==> config.mk <==
export PLATFORM = sky130hd
export DESIGN_NAME = pch_top
export DESIGN_NICKNAME = d
export VERILOG_FILES = /design/src/pch_pkg.sv /design/src/pch_req_if.sv /design/src/pch_req_engine.sv /design/src/pch_top.sv
export SDC_FILE = /design/constraint.sdc
export NUM_CORES = 1
export LEC_CHECK = 0
export BUFFER_PORTS_ARGS = -buffer_cell sky130_fd_sc_hd__buf_2
export CORE_ASPECT_RATIO = 0.7
export CORE_UTILIZATION = 40
export CTS_CLUSTER_DIAMETER = 200
export DETAILED_ROUTE_END_ITERATION = 16
export PLACE_DENSITY = 0.69
export SYNTH_ARGS = -nofsm -noshare
export SYNTH_HDL_FRONTEND = slang
export SYNTH_SLANG_ARGS = --single-unit
==> constraint.sdc <==
create_clock -name mclk -period 2 [get_ports mclk]
set_input_delay 0.3 -clock mclk [delete_from_list [all_inputs] [get_ports mclk]]
set_output_delay 0.3 -clock mclk [all_outputs]
set_load 0.03 [all_outputs]
==> src/pch_pkg.sv <==
package pch_pkg;

   // Data path shape toward the memory controller
   localparam int MEM_DATA_WIDTH = 16;
   localparam int RATE_RATIO = 2;
   localparam int WDATA_W = MEM_DATA_WIDTH * RATE_RATIO;
   localparam int ADDR_W = 24;
   localparam int BURST_LEN_WIDTH = 2;
   localparam logic [BURST_LEN_WIDTH-1:0] BURST_SIZE_ONE = 2'h1;

   // Register byte offsets on the bus
   localparam int WB_ADR_W = 8;
   localparam logic [WB_ADR_W-1:0] OFS_CTRL = 8'h00;
   localparam logic [WB_ADR_W-1:0] OFS_ADDR = 8'h04;
   localparam logic [WB_ADR_W-1:0] OFS_WDATA = 8'h08;
   localparam logic [WB_ADR_W-1:0] OFS_CMD = 8'h0C;
   localparam logic [WB_ADR_W-1:0] OFS_STATUS = 8'h10;

   // Launch edge setting held in CTRL[1:0]
   localparam int EDGE_W = 2;
   localparam logic [EDGE_W-1:0] EDGE_RISING = 2'h0;
   localparam logic [EDGE_W-1:0] EDGE_FALLING = 2'h1;
   localparam logic [EDGE_W-1:0] EDGE_EXTERNAL_SELECT = 2'h2;
   localparam logic [EDGE_W-1:0] CTRL_RESET = EDGE_EXTERNAL_SELECT;

   // CMD write bits
   localparam int CMD_READ_BIT = 0;
   localparam int CMD_WRITE_BIT = 1;
   localparam int CMD_REFRESH_BIT = 2;

   // STATUS bits
   localparam int ST_CAL_DONE = 0;
   localparam int ST_CALIBRATING = 1;
   localparam int ST_REQ_BUSY = 2;
   localparam int ST_REF_BUSY = 3;
   localparam int ST_WDREQ_SEEN = 4;
   localparam int ST_REF_ACKED = 5;
   localparam int ST_FALLING = 6;
   localparam int ST_REFUSED = 7;
   localparam int STATUS_W = 8;

   // Calibration run time after init done
   localparam int CAL_TIME_NS = 1000;
   localparam int CLK_PERIOD_NS = 10;
   localparam int CAL_CYCLES_INT = (CAL_TIME_NS + CLK_PERIOD_NS - 1) / CLK_PERIOD_NS;
   localparam int CAL_CNT_W = 8;
   localparam logic [CAL_CNT_W-1:0] CAL_CYCLES = CAL_CYCLES_INT[CAL_CNT_W-1:0];

   typedef enum logic [1:0] {
      CAL_WAIT_INIT,
      CAL_RUN,
      CAL_READY
   } pch_cal_state_t;

endpackage

==> src/pch_req_if.sv <==
`timescale 1ns/100ps
// Request launch path between register side and handshake engine
interface pch_req_if;
   logic rd_start;
   logic wr_start;
   logic ref_start;
   logic [pch_pkg::ADDR_W-1:0] addr;
   logic req_busy;
   logic ref_busy;
   logic ref_acked;
   logic req_taken;

   modport regs (
      output rd_start, wr_start, ref_start, addr,
      input req_busy, ref_busy, ref_acked, req_taken
   );
   modport eng (
      input rd_start, wr_start, ref_start, addr,
      output req_busy, ref_busy, ref_acked, req_taken
   );
endinterface

==> src/pch_req_engine.sv <==
`timescale 1ns/100ps
module pch_req_engine (
   input wire logic mclk, // System clock
   input wire logic nrst, // Async reset, active low
   pch_req_if.eng req, // Launch requests from register side
   input wire logic ctl_ready, // Controller took the request
   input wire logic ctl_refresh_ack, // Controller confirmed refresh
   output logic ctl_read_req, // Read request to controller
   output logic ctl_write_req, // Write request to controller
   output logic [pch_pkg::ADDR_W-1:0] ctl_address, // Request address
   output logic ctl_refresh_req // Refresh request to controller
);

   logic rd_q;
   logic wr_q;
   logic ref_q;
   logic [pch_pkg::ADDR_W-1:0] addr_q;
   logic taken;

   // Address captured when both request and accept are high
   assign taken = (rd_q | wr_q) & ctl_ready;

   ////////////////////////////////////////////////////////////////////////
   // Read and write request hold until accepted
   always_ff @(posedge mclk or negedge nrst) begin
      if (!nrst) begin
         rd_q <= 1'b0;
         wr_q <= 1'b0;
      end else if (taken) begin
         rd_q <= 1'b0;
         wr_q <= 1'b0;
      end else if (!rd_q && !wr_q) begin
         // Only one of the two is ever launched; read wins a tie
         rd_q <= req.rd_start;
         wr_q <= req.wr_start & ~req.rd_start;
      end
   end

   // Address stays frozen while a request is outstanding
   always_ff @(posedge mclk or negedge nrst) begin
      if (!nrst) begin
         addr_q <= '0;
      end else if (!rd_q && !wr_q && (req.rd_start || req.wr_start)) begin
         addr_q <= req.addr;
      end
   end

   ////////////////////////////////////////////////////////////////////////
   // Refresh request held until the controller acknowledges
   always_ff @(posedge mclk or negedge nrst) begin
      if (!nrst) begin
         ref_q <= 1'b0;
      end else if (ref_q && ctl_refresh_ack) begin
         ref_q <= 1'b0;
      end else if (req.ref_start) begin
         ref_q <= 1'b1;
      end
   end

   assign ctl_read_req = rd_q;
   assign ctl_write_req = wr_q;
   assign ctl_address = addr_q;
   assign ctl_refresh_req = ref_q;
   assign req.req_busy = rd_q | wr_q;
   assign req.ref_busy = ref_q;
   assign req.ref_acked = ref_q & ctl_refresh_ack;
   assign req.req_taken = taken;

endmodule

==> src/pch_top.sv <==
// Our own choices: the Wishbone interface to the registers and the register addresses.
`timescale 1ns/100ps
// How it works
// - Calibration starts once controller reports init done
// - External select: falling-edge input picks launch edge
// - Read request output asks read at address
// - Accept plus request high captures the address
// - Burst size output is fixed at one
// - Ready flag rises only after calibration finishes
// - Write data width is data width times ratio
// - Write request output asks write at address
// - Refresh request held until controller acknowledges
// - Address output belongs to the raised request
module pch_top (
   input wire logic mclk, // System clock, 100 MHz
   input wire logic nrst, // Async reset, active low
   // Wishbone slave
   input wire logic [pch_pkg::WB_ADR_W-1:0] wb_adr_i, // Byte address
   input wire logic [31:0] wb_dat_i, // Write data
   output logic [31:0] wb_dat_o, // Read data
   input wire logic [3:0] wb_sel_i, // Byte lane selects
   input wire logic wb_we_i, // Write enable
   input wire logic wb_cyc_i, // Bus cycle
   input wire logic wb_stb_i, // Strobe
   output logic wb_ack_o, // Acknowledge
   // Memory controller side
   input wire logic ctl_init_done, // Controller finished memory init
   input wire logic ctl_negedge_en, // Falling-edge launch select
   output logic ctl_read_req, // Read request
   input wire logic ctl_ready, // Request accepted
   output logic [pch_pkg::BURST_LEN_WIDTH-1:0] ctl_size, // Burst size
   output logic ctl_usr_mode_rdy, // Calibration finished
   output logic [pch_pkg::WDATA_W-1:0] ctl_wdata, // Write data
   input wire logic ctl_wdata_req, // Controller asks for write data
   output logic ctl_write_req, // Write request
   output logic [pch_pkg::ADDR_W-1:0] ctl_address, // Request address
   input wire logic ctl_refresh_ack, // Refresh acknowledge
   output logic ctl_refresh_req, // Refresh request
   output logic cal_active, // Calibration in progress
   output logic cmd_launch_falling // Launch address/command on falling edge
);

   ////////////////////////////////////////////////////////////////////////
   // Byte-lane merge shared by the CTRL, ADDR and WDATA registers
   function automatic logic [31:0] merge_sel(input logic [31:0] old_v,
                                             input logic [31:0] new_v,
                                             input logic [3:0] sel);
      logic [31:0] res;
      res = old_v;
      for (int i = 0; i < 4; i++) begin
         if (sel[i]) begin
            res[i*8 +: 8] = new_v[i*8 +: 8];
         end
      end
      return res;
   endfunction

   pch_req_if req ();

   logic ack_q;
   logic [31:0] rdat_q;
   logic wr_stb;
   logic [pch_pkg::EDGE_W-1:0] edge_q;
   logic [pch_pkg::ADDR_W-1:0] addr_q;
   logic [pch_pkg::WDATA_W-1:0] wdata_q;
   logic [31:0] ctrl_new;
   logic [31:0] addr_new;
   logic [31:0] wdata_new;
   logic [31:0] rd_mux;
   logic [pch_pkg::STATUS_W-1:0] status;
   logic cal_done;
   logic falling_d;
   logic falling_q;
   logic wdreq_seen_q;
   logic ref_acked_q;
   logic refused_q;
   logic cmd_wr;
   logic want_rd;
   logic want_wr;
   logic want_ref;
   logic rw_ok;
   logic ref_ok;
   logic refused_now;
   logic clr_wdreq;
   logic clr_refack;
   logic clr_refused;
   pch_pkg::pch_cal_state_t cal_q;
   logic [pch_pkg::CAL_CNT_W-1:0] cal_cnt_q;

   ////////////////////////////////////////////////////////////////////////
   // Bus slave: ack one cycle after strobe, dropped the cycle after
   always_ff @(posedge mclk or negedge nrst) begin
      if (!nrst) begin
         ack_q <= 1'b0;
      end else begin
         ack_q <= wb_cyc_i & wb_stb_i & ~ack_q;
      end
   end

   // Writes land on the edge where the master sees ack
   assign wr_stb = wb_cyc_i & wb_stb_i & wb_we_i & ack_q;

   // Read data is snapshot when the access is first seen
   always_ff @(posedge mclk or negedge nrst) begin
      if (!nrst) begin
         rdat_q <= '0;
      end else if (wb_cyc_i && wb_stb_i && !ack_q) begin
         rdat_q <= rd_mux;
      end
   end

   assign wb_ack_o = ack_q;
   assign wb_dat_o = rdat_q;

   // Unmapped offsets read as zero and ignore writes
   always_comb begin
      rd_mux = '0;
      unique case (wb_adr_i)
         pch_pkg::OFS_CTRL: rd_mux[pch_pkg::EDGE_W-1:0] = edge_q;
         pch_pkg::OFS_ADDR: rd_mux[pch_pkg::ADDR_W-1:0] = addr_q;
         pch_pkg::OFS_WDATA: rd_mux[pch_pkg::WDATA_W-1:0] = wdata_q;
         pch_pkg::OFS_STATUS: rd_mux[pch_pkg::STATUS_W-1:0] = status;
         default: rd_mux = '0;
      endcase
   end

   ////////////////////////////////////////////////////////////////////////
   // Software registers
   assign ctrl_new = merge_sel({30'h0, edge_q}, wb_dat_i, wb_sel_i);
   assign addr_new = merge_sel({8'h0, addr_q}, wb_dat_i, wb_sel_i);
   assign wdata_new = merge_sel(wdata_q, wb_dat_i, wb_sel_i);

   // Launch edge setting
   always_ff @(posedge mclk or negedge nrst) begin
      if (!nrst) begin
         edge_q <= pch_pkg::CTRL_RESET;
      end else if (wr_stb && wb_adr_i == pch_pkg::OFS_CTRL) begin
         edge_q <= ctrl_new[pch_pkg::EDGE_W-1:0];
      end
   end

   // Staged request address, copied into the engine at launch
   always_ff @(posedge mclk or negedge nrst) begin
      if (!nrst) begin
         addr_q <= '0;
      end else if (wr_stb && wb_adr_i == pch_pkg::OFS_ADDR) begin
         addr_q <= addr_new[pch_pkg::ADDR_W-1:0];
      end
   end

   // Write data held steady for the controller to fetch
   always_ff @(posedge mclk or negedge nrst) begin
      if (!nrst) begin
         wdata_q <= '0;
      end else if (wr_stb && wb_adr_i == pch_pkg::OFS_WDATA) begin
         wdata_q <= wdata_new;
      end
   end

   assign ctl_wdata = wdata_q;
   assign ctl_size = pch_pkg::BURST_SIZE_ONE;

   ////////////////////////////////////////////////////////////////////////
   // Launch edge: a mode of 3 is treated as rising
   always_comb begin
      unique case (edge_q)
         pch_pkg::EDGE_FALLING: falling_d = 1'b1;
         pch_pkg::EDGE_EXTERNAL_SELECT: falling_d = ctl_negedge_en;
         default: falling_d = 1'b0;
      endcase
   end

   // Registered so the double-rate launch logic sees a clean level
   always_ff @(posedge mclk or negedge nrst) begin
      if (!nrst) begin
         falling_q <= 1'b0;
      end else begin
         falling_q <= falling_d;
      end
   end

   assign cmd_launch_falling = falling_q;

   ////////////////////////////////////////////////////////////////////////
   // Calibration sequencer
   always_ff @(posedge mclk or negedge nrst) begin
      if (!nrst) begin
         cal_q <= pch_pkg::CAL_WAIT_INIT;
      end else begin
         unique case (cal_q)
            pch_pkg::CAL_WAIT_INIT: begin
               if (ctl_init_done) begin
                  cal_q <= pch_pkg::CAL_RUN;
               end
            end
            pch_pkg::CAL_RUN: begin
               if (!ctl_init_done) begin
                  cal_q <= pch_pkg::CAL_WAIT_INIT;
               end else if (cal_cnt_q == pch_pkg::CAL_CYCLES - 8'h01) begin
                  cal_q <= pch_pkg::CAL_READY;
               end
            end
            pch_pkg::CAL_READY: begin
               // Losing init done means the memory was reset under us
               if (!ctl_init_done) begin
                  cal_q <= pch_pkg::CAL_WAIT_INIT;
               end
            end
         endcase
      end
   end

   // Calibration time counter
   always_ff @(posedge mclk or negedge nrst) begin
      if (!nrst) begin
         cal_cnt_q <= '0;
      end else if (cal_q == pch_pkg::CAL_RUN) begin
         cal_cnt_q <= cal_cnt_q + 8'h01;
      end else begin
         cal_cnt_q <= '0;
      end
   end

   assign cal_done = (cal_q == pch_pkg::CAL_READY);
   assign cal_active = (cal_q == pch_pkg::CAL_RUN);
   assign ctl_usr_mode_rdy = cal_done;

   ////////////////////////////////////////////////////////////////////////
   // Command launch; refused while uncalibrated or still busy
   assign cmd_wr = wr_stb && wb_adr_i == pch_pkg::OFS_CMD && wb_sel_i[0];
   assign want_rd = cmd_wr & wb_dat_i[pch_pkg::CMD_READ_BIT];
   assign want_wr = cmd_wr & wb_dat_i[pch_pkg::CMD_WRITE_BIT];
   assign want_ref = cmd_wr & wb_dat_i[pch_pkg::CMD_REFRESH_BIT];
   assign rw_ok = cal_done & ~req.req_busy;
   assign ref_ok = cal_done & ~req.ref_busy;
   // Asking read and write together is refused as ambiguous
   assign refused_now = ((want_rd | want_wr) & (~rw_ok | (want_rd & want_wr)))
                        | (want_ref & ~ref_ok);

   assign req.rd_start = want_rd & ~want_wr & rw_ok;
   assign req.wr_start = want_wr & ~want_rd & rw_ok;
   assign req.ref_start = want_ref & ref_ok;
   assign req.addr = addr_q;

   pch_req_engine u_engine (
      .mclk(mclk),
      .nrst(nrst),
      .req(req),
      .ctl_ready(ctl_ready),
      .ctl_refresh_ack(ctl_refresh_ack),
      .ctl_read_req(ctl_read_req),
      .ctl_write_req(ctl_write_req),
      .ctl_address(ctl_address),
      .ctl_refresh_req(ctl_refresh_req)
   );

   ////////////////////////////////////////////////////////////////////////
   // Sticky status: write one to clear, a new event wins over the clear
   assign clr_wdreq = wr_stb && wb_adr_i == pch_pkg::OFS_STATUS && wb_sel_i[0]
                      && wb_dat_i[pch_pkg::ST_WDREQ_SEEN];
   assign clr_refack = wr_stb && wb_adr_i == pch_pkg::OFS_STATUS && wb_sel_i[0]
                       && wb_dat_i[pch_pkg::ST_REF_ACKED];
   assign clr_refused = wr_stb && wb_adr_i == pch_pkg::OFS_STATUS && wb_sel_i[0]
                        && wb_dat_i[pch_pkg::ST_REFUSED];

   // Controller fetched write data; optional for streaming controllers
   always_ff @(posedge mclk or negedge nrst) begin
      if (!nrst) begin
         wdreq_seen_q <= 1'b0;
      end else if (ctl_wdata_req) begin
         wdreq_seen_q <= 1'b1;
      end else if (clr_wdreq) begin
         wdreq_seen_q <= 1'b0;
      end
   end

   // Refresh handshake completed
   always_ff @(posedge mclk or negedge nrst) begin
      if (!nrst) begin
         ref_acked_q <= 1'b0;
      end else if (req.ref_acked) begin
         ref_acked_q <= 1'b1;
      end else if (clr_refack) begin
         ref_acked_q <= 1'b0;
      end
   end

   // A command was dropped
   always_ff @(posedge mclk or negedge nrst) begin
      if (!nrst) begin
         refused_q <= 1'b0;
      end else if (refused_now) begin
         refused_q <= 1'b1;
      end else if (clr_refused) begin
         refused_q <= 1'b0;
      end
   end

   // Status word as software reads it
   always_comb begin
      status = '0;
      status[pch_pkg::ST_CAL_DONE] = cal_done;
      status[pch_pkg::ST_CALIBRATING] = cal_active;
      status[pch_pkg::ST_REQ_BUSY] = req.req_busy;
      status[pch_pkg::ST_REF_BUSY] = req.ref_busy;
      status[pch_pkg::ST_WDREQ_SEEN] = wdreq_seen_q;
      status[pch_pkg::ST_REF_ACKED] = ref_acked_q;
      status[pch_pkg::ST_FALLING] = falling_q;
      status[pch_pkg::ST_REFUSED] = refused_q;
   end

endmodule

==> metrics, run 1 <==
Worst Path Arrival 2.16 ns; Post-Syn Area 5740 µm²; nets between 600 and 700; Synth top cells by count 131 x dfrtp_1, 59 x mux2_2, 46 x nor2_1; top area cells in the synthesized netlist dfrtp_1 57%, mux2_2 12%, mux2_4 5.2%; Syn Area/Cell 12.7 µm²; Hold Fails Final Rpt 0; CTS max path bufs 2; post-route setup slack 0.125 ns; ys flop type dfrtp_1; Slowest Stage Delay on Critical Path 0.39 ns; Worst Path Max Fanout 12; most frequent cell after synthesis dfrtp_1; Wirelength per Cell 17.8 µm; maximum VDD drop 0.541 mV; H-tree depth 4; area fraction of the dominant cell type after synthesis 0.571; Reg2Reg Capture Point u_engine.ctl_address[17]; synthesis-to-finish area growth 33.2%; Initial DRC Count 208; Remaining DRCs 0; dpl cell area 7020 µm²; fin crit period about 1.9 ns; site row count 36; Worst Path Buf+Inv 1; via/cell ratio 5.13; DP Wirelength roughly 11,000 µm; first-pass GRT wire length about 24,000 µm; Hold Crit Class in -> reg; Die Ht 102 µm; slew margin rel. 0.648; ys async rst share 1.00; outcome complete, no violations; Fmax achieved 533 MHz; Slew @ Worst Pin about 0.53 ns; warnings from Yosys 0; syn_nets 512; layout cell share with drive strength beyond 1 0.485; max_cap viols 0; TritonCTS Buffers 17; crit path kind reg -> reg; Final Skew ~0.0084 ns; hold depth 2; start point of the worst hold path ctl_wdata_req; cell accounting for the most synthesized area dfrtp_1; leakage 4.09 nW; dpl ws -0.194 ns; CTS sink cnt 132; gr ovfl total 0; RSZ-0062 raised after global routing no; Skew-Pair Late Insertion Delay 0.41 ns; Internal Power 4.96 mW; Seq cells post-synth around 130; number of flops mapped to enable cells by yosys 0; final wirelength 15,000 µm; Setup violations, final 0; Pre-antenna DRT Iters 6; initial core utilization 0.411; largest net degree at the start of global routing 38; Core Area 14,000 µm²; Die X 145 µm; Worst Hold End wdreq_seen_q; vias in the first global route ~4,400; Ports roughly 150; all-layer global routing usage 0.212; Netlist cell types 48; Critical Path Source Type flop; pwr/cell area 874 nW/µm²; Reg2Reg Setup Slack 0.13 ns; placer congestion estimate ~0.86; final period utilization 0.937; Clk pin slew, worst setup/hold paths 0.06 ns; final instance area 7640 µm²; Crit Reg-Reg Startpoint wb_ack_o; register share of total power 0.424; critical path's top delay family simple AND/OR/NAND/NOR gates; antenna-violating nets left 0; Clk network pwr share 0.457; final hold slack between 0.07 and 0.08 ns; full die area ~15,000 µm²; CP Cell Sequence nand4_1 -> nor4_4 -> nand4_4 -> buf_12 -> mux2_4; placed insts 805; Worst R2R Path Depth 5; Gate Count Post-Synth 452; fin util 0.547; port bufs 148; via count approximately 4,300; sw frac 0.258; antenna violations before repair 1; max-slew violations 0; Crit-path slowest cell dfrtp_1; Critical Path RT 2.29 ns; Gate power share 0.119; Finished Layout Cells between 800 and 900; root buffer cell clkbuf_16; CP Capture Type flop; Net Sw Power 1.72 mW; CTS tree done; post-synthesis sequential area ratio 0.576
worst max path at each step:
| stage | end | startpoint | cells past startpoint | slack (ns) |
|---|---|---|---|---|
| finish | u_engine.ctl_address[17] | wb_ack_o | 5 | 0.13 |
| CTS | cal_q[0] | cal_cnt_q[1] | 5 | 0.0009 |
| global placement | ctl_wdata[16] | wb_adr_i[5] | 6 | -0.14 |
| floorplan | ctl_wdata[0] | wb_adr_i[5] | 5 | -0.02 |
| detailed placement | ctl_wdata[17] | wb_adr_i[5] | 6 | -0.19 |
| global route | u_engine.ctl_address[17] | wb_ack_o | 5 | 0.04 |
state kept, by name, indices dropped and copies added, names as in the netlist:
signal,cells
cmd_launch_falling,1
refused_q,1
cal_cnt_q,8
wb_ack_o,1
ref_acked_q,1
u_engine.ctl_write_req,1
edge_q,2
ctl_wdata,32
wdreq_seen_q,1
u_engine.ctl_refresh_req,1
wb_dat_o,32
u_engine.ctl_address,24
u_engine.ctl_read_req,1
addr_q,24
cal_q,2
stage by stage:
step,power (mW),setup TNS [ns]
5_1_grt,6.96,0
6_report,6.68,0
2_1_floorplan,3.30,-0.216
4_1_cts,6.71,0
3_3_place_gp,3.62,-2.67
3_5_place_dp,3.65,-5.00
final cells by class:
type / count / area, µm²
diodes: 2 / 5.00
flip-flops and latches: 132 / 3300
inverters: 10 / 37.5
clock buffers: 19 / 453
clock inverters: 13 / 131
fillers: 1210 / 6320
repair buffers: 188 / 1130
multi-input cells: 288 / 2340
well taps: 190 / 238
worst register-to-register path, delay by kind of cell (launching register included):
| kind | cells | cell delay, ns |
|---|---|---|
| DFF | 1 | 0.39 |
| and+or+nand+nor | 3 | 0.87 |
| buffers and inverters | 1 | 0.21 |
| muxes | 1 | 0.31 |
routing by layer:
metal | wire, µm | GRT usage | share of wire
met5 | 0 | 0 | 0
met4 | 201 | 0.0704 | 0.013
met3 | 779 | 0.0616 | 0.052
met2 | 6960 | 0.328 | 0.46
met1 | 7080 | 0.288 | 0.47
repair_timing:
| item | CTS | global route |
|---|---|---|
| hold buffers | 1 | 0 |
| endpoints found under the hold margin | 28 | 0 |
| endpoints found under the setup margin | 0 | 2 |
| setup buffers | 0 | 2 |
| resized for setup | 0 | 4 |
layout by cell type (no fill, tap or decap), types with 4 or more instances in the layout:
cell,count
a21boi_0,4
a21oi_1,4
a221oi_1,22
a22o_1,8
and2_1,5
buf_12,7
buf_2,147
buf_4,33
clkbuf_16,17
clkinv_2,5
clkinvlp_4,5
dfrtp_1,131
ha_1,4
inv_1,10
mux2_2,51
mux2_4,28
mux2i_1,6
nand2_1,29
nand3_1,15
nor2_1,46
nor2b_1,4
nor3_1,9
o21ai_0,6
power by group through the flow:
stage / combinational (mW) / sequential (mW) / clock, mW
finish: 0.792 / 2.83 / 3.05
global route: 0.870 / 2.85 / 3.24
CTS: 0.771 / 2.84 / 3.11
detailed placement: 0.769 / 2.88 / 0
global placement: 0.747 / 2.87 / 0
floorplan: 0.289 / 3.01 / 0
logic make-up after synthesis:
family,count (synthesis),share of synthesized area
compound gates,51,0.0691
xor+xnor,6,0.00916
fa+ha+maj,7,0.0148
buf+inv,32,0.0255
flops,132,0.576
mux,87,0.183
other cells,2,0.00131
simple gates,135,0.121
(Power assumes the default switching activity.)
==> run 2: changes to the inputs <==
- CORE_ASPECT_RATIO: 0.7 -> 1.1
- CORE_MARGIN: unset -> 2
==> run 2 against run 1 <==
  * Power grew 3.6%
  * Final cell count shrank 1.2%
  * Design area up 0.54%
  * Clock-buffer cell count is 5 higher
  * Worst hold slack got worse by 0.0016 ns
  * Fmax fell by 1.6%
  * Sequential power is essentially flat
  * Core utilization grew 0.52 points
  * Via count is 0.97% lower
  * Flip-flop and latch count did not move
  * Critical path depth unchanged
  * Register-to-register slack worse by 0.03 ns
  * Critical endpoint is now cal_q[0]
  * Highest routed layer unchanged
==> metrics, run 2 (synthesis results as in run 1) <==
Clk pin slew, worst setup/hold paths 0.06 ns; Fmax achieved 525 MHz; max_cap viols 0; layout cell share with drive strength beyond 1 0.475; port bufs 148; fin crit period 1.91 ns; Crit-path slowest cell or4b_2; Finished Layout Cells between 800 and 900; setup TNS 0 ns; pwr/cell area 901 nW/µm²; fin util 0.552; TritonCTS Buffers 17; antenna violations before repair 0; Core Area roughly 14,000 µm²; Reg2Reg Setup Slack around 0.094 ns; maximum VDD drop 0.464 mV; largest net degree at the start of global routing 48; via/cell ratio roughly 5; max-slew violations 0; vias in the first global route 4,552; crit path kind reg -> reg; Critical Path RT 2.34 ns; Ports about 150; Die Ht 130 µm; Crit Reg-Reg Startpoint cal_cnt_q[0]; Initial DRC Count approximately 220; Setup violations, final 0; leakage roughly 4 nW; Wirelength per Cell between 15 and 20 µm; Critical Path Source Type flop; start point of the worst hold path ctl_wdata_req; final period utilization 0.953; full die area 15,300 µm²; via count 4,278; CTS tree done; Worst Path Max Fanout 2; final hold slack 0.0749 ns; Worst Hold End wdreq_seen_q; CP Cell Sequence ha_2 -> or4b_2 -> or4_4 -> nand2_2 -> mux2i_1; all-layer global routing usage 0.196; Pre-antenna DRT Iters 4; placer congestion estimate 0.887; slew margin rel. 0.640; dpl cell area 7020 µm²; Slowest Stage Delay on Critical Path 0.60 ns; nets just under 700; Worst Path Arrival 2.24 ns; Worst R2R Path Depth 5; Slew @ Worst Pin 0.539 ns; Hold Crit Class in -> reg; total power 6.92 mW; Final Skew 0.00844 ns; initial core utilization 0.413; CTS sink cnt 132; gr ovfl total 0; most frequent cells in the layout 147 x buf_2, 131 x dfrtp_1, 51 x mux2_2, 46 x nor2_1; Reg2Reg Capture Point cal_q[0]; antenna-violating nets left 0; CP Capture Type flop; site row count 45; synthesis-to-finish area growth 33.9%; final instance area 7680 µm²; final wirelength 14,400 µm; H-tree depth 4; Hold Fails Final Rpt 0; outcome complete, no violations; n_diodes 0; first-pass GRT wire length between 20,000 and 25,000 µm; dpl ws -0.0928 ns; Die X 118 µm; DP Wirelength 10,500 µm; hold depth 2; Remaining DRCs 0; Skew-Pair Late Insertion Delay approximately 0.42 ns; CTS max path bufs 2; placed insts ~800; root buffer cell clkbuf_16; post-route setup slack 0.0942 ns; most common cell after layout, fill and taps aside buf_2
[run 2: report_power, final]
part	leakage [nW]	internal [mW]	total, mW	switching, mW
Combinational	2.02	0.280	0.768	0.488
Clock	0.310	2.22	3.32	1.11
Sequential	1.79	2.77	2.83	0.0584
[run 2: how the worst max path moves through the flow]
stage,start,end,slack [ns],depth (start not counted)
after floorplan,wb_adr_i[5],ctl_wdata[0],-0.02,5
after global placement,wb_adr_i[5],ctl_wdata[16],-0.08,7
after detailed placement,wb_adr_i[5],ctl_wdata[16],-0.09,7
after CTS,cal_cnt_q[1],cal_q[0],0.003,5
after global routing,cal_cnt_q[0],cal_q[0],-0.003,5
final,cal_cnt_q[0],cal_q[0],0.09,5
[run 2: worst max-delay path, delay by kind of cell (launching register included)]
family / cells / cell delay, ns
DFF: 1 / 0.36
and+or+nand+nor: 3 / 1.12
muxes: 1 / 0.18
adders and majority gates: 1 / 0.18
[run 2: repair_timing]
item / 4_1_cts / 5_1_grt
setup buffers: 0 / 1
endpoints found under the hold margin: 32 / 0
setup endpoints to repair: 0 / 2
gates resized for setup: 0 / 3
hold buffers: 1 / 0
[run 2: area by class of cell]
class                           count  area [µm²]
Sequential cell                   132        3300
Inverter                           10        37.5
Fill cell                        1186        6220
Timing Repair Buffer              182        1130
Clock inverter                      8         146
Clock buffer                       24         492
Multi-Input combinational cell    288        2340
Tap cell                          188         235
[run 2: metal layers]
layer	track usage	vias to the layer above	routed length, µm
met1	0.243	2145	6250
met3	0.0458	23	636
met5	0	-	0
met2	0.334	133	7280
li1	-	1977	-
met4	0.0780	0	255
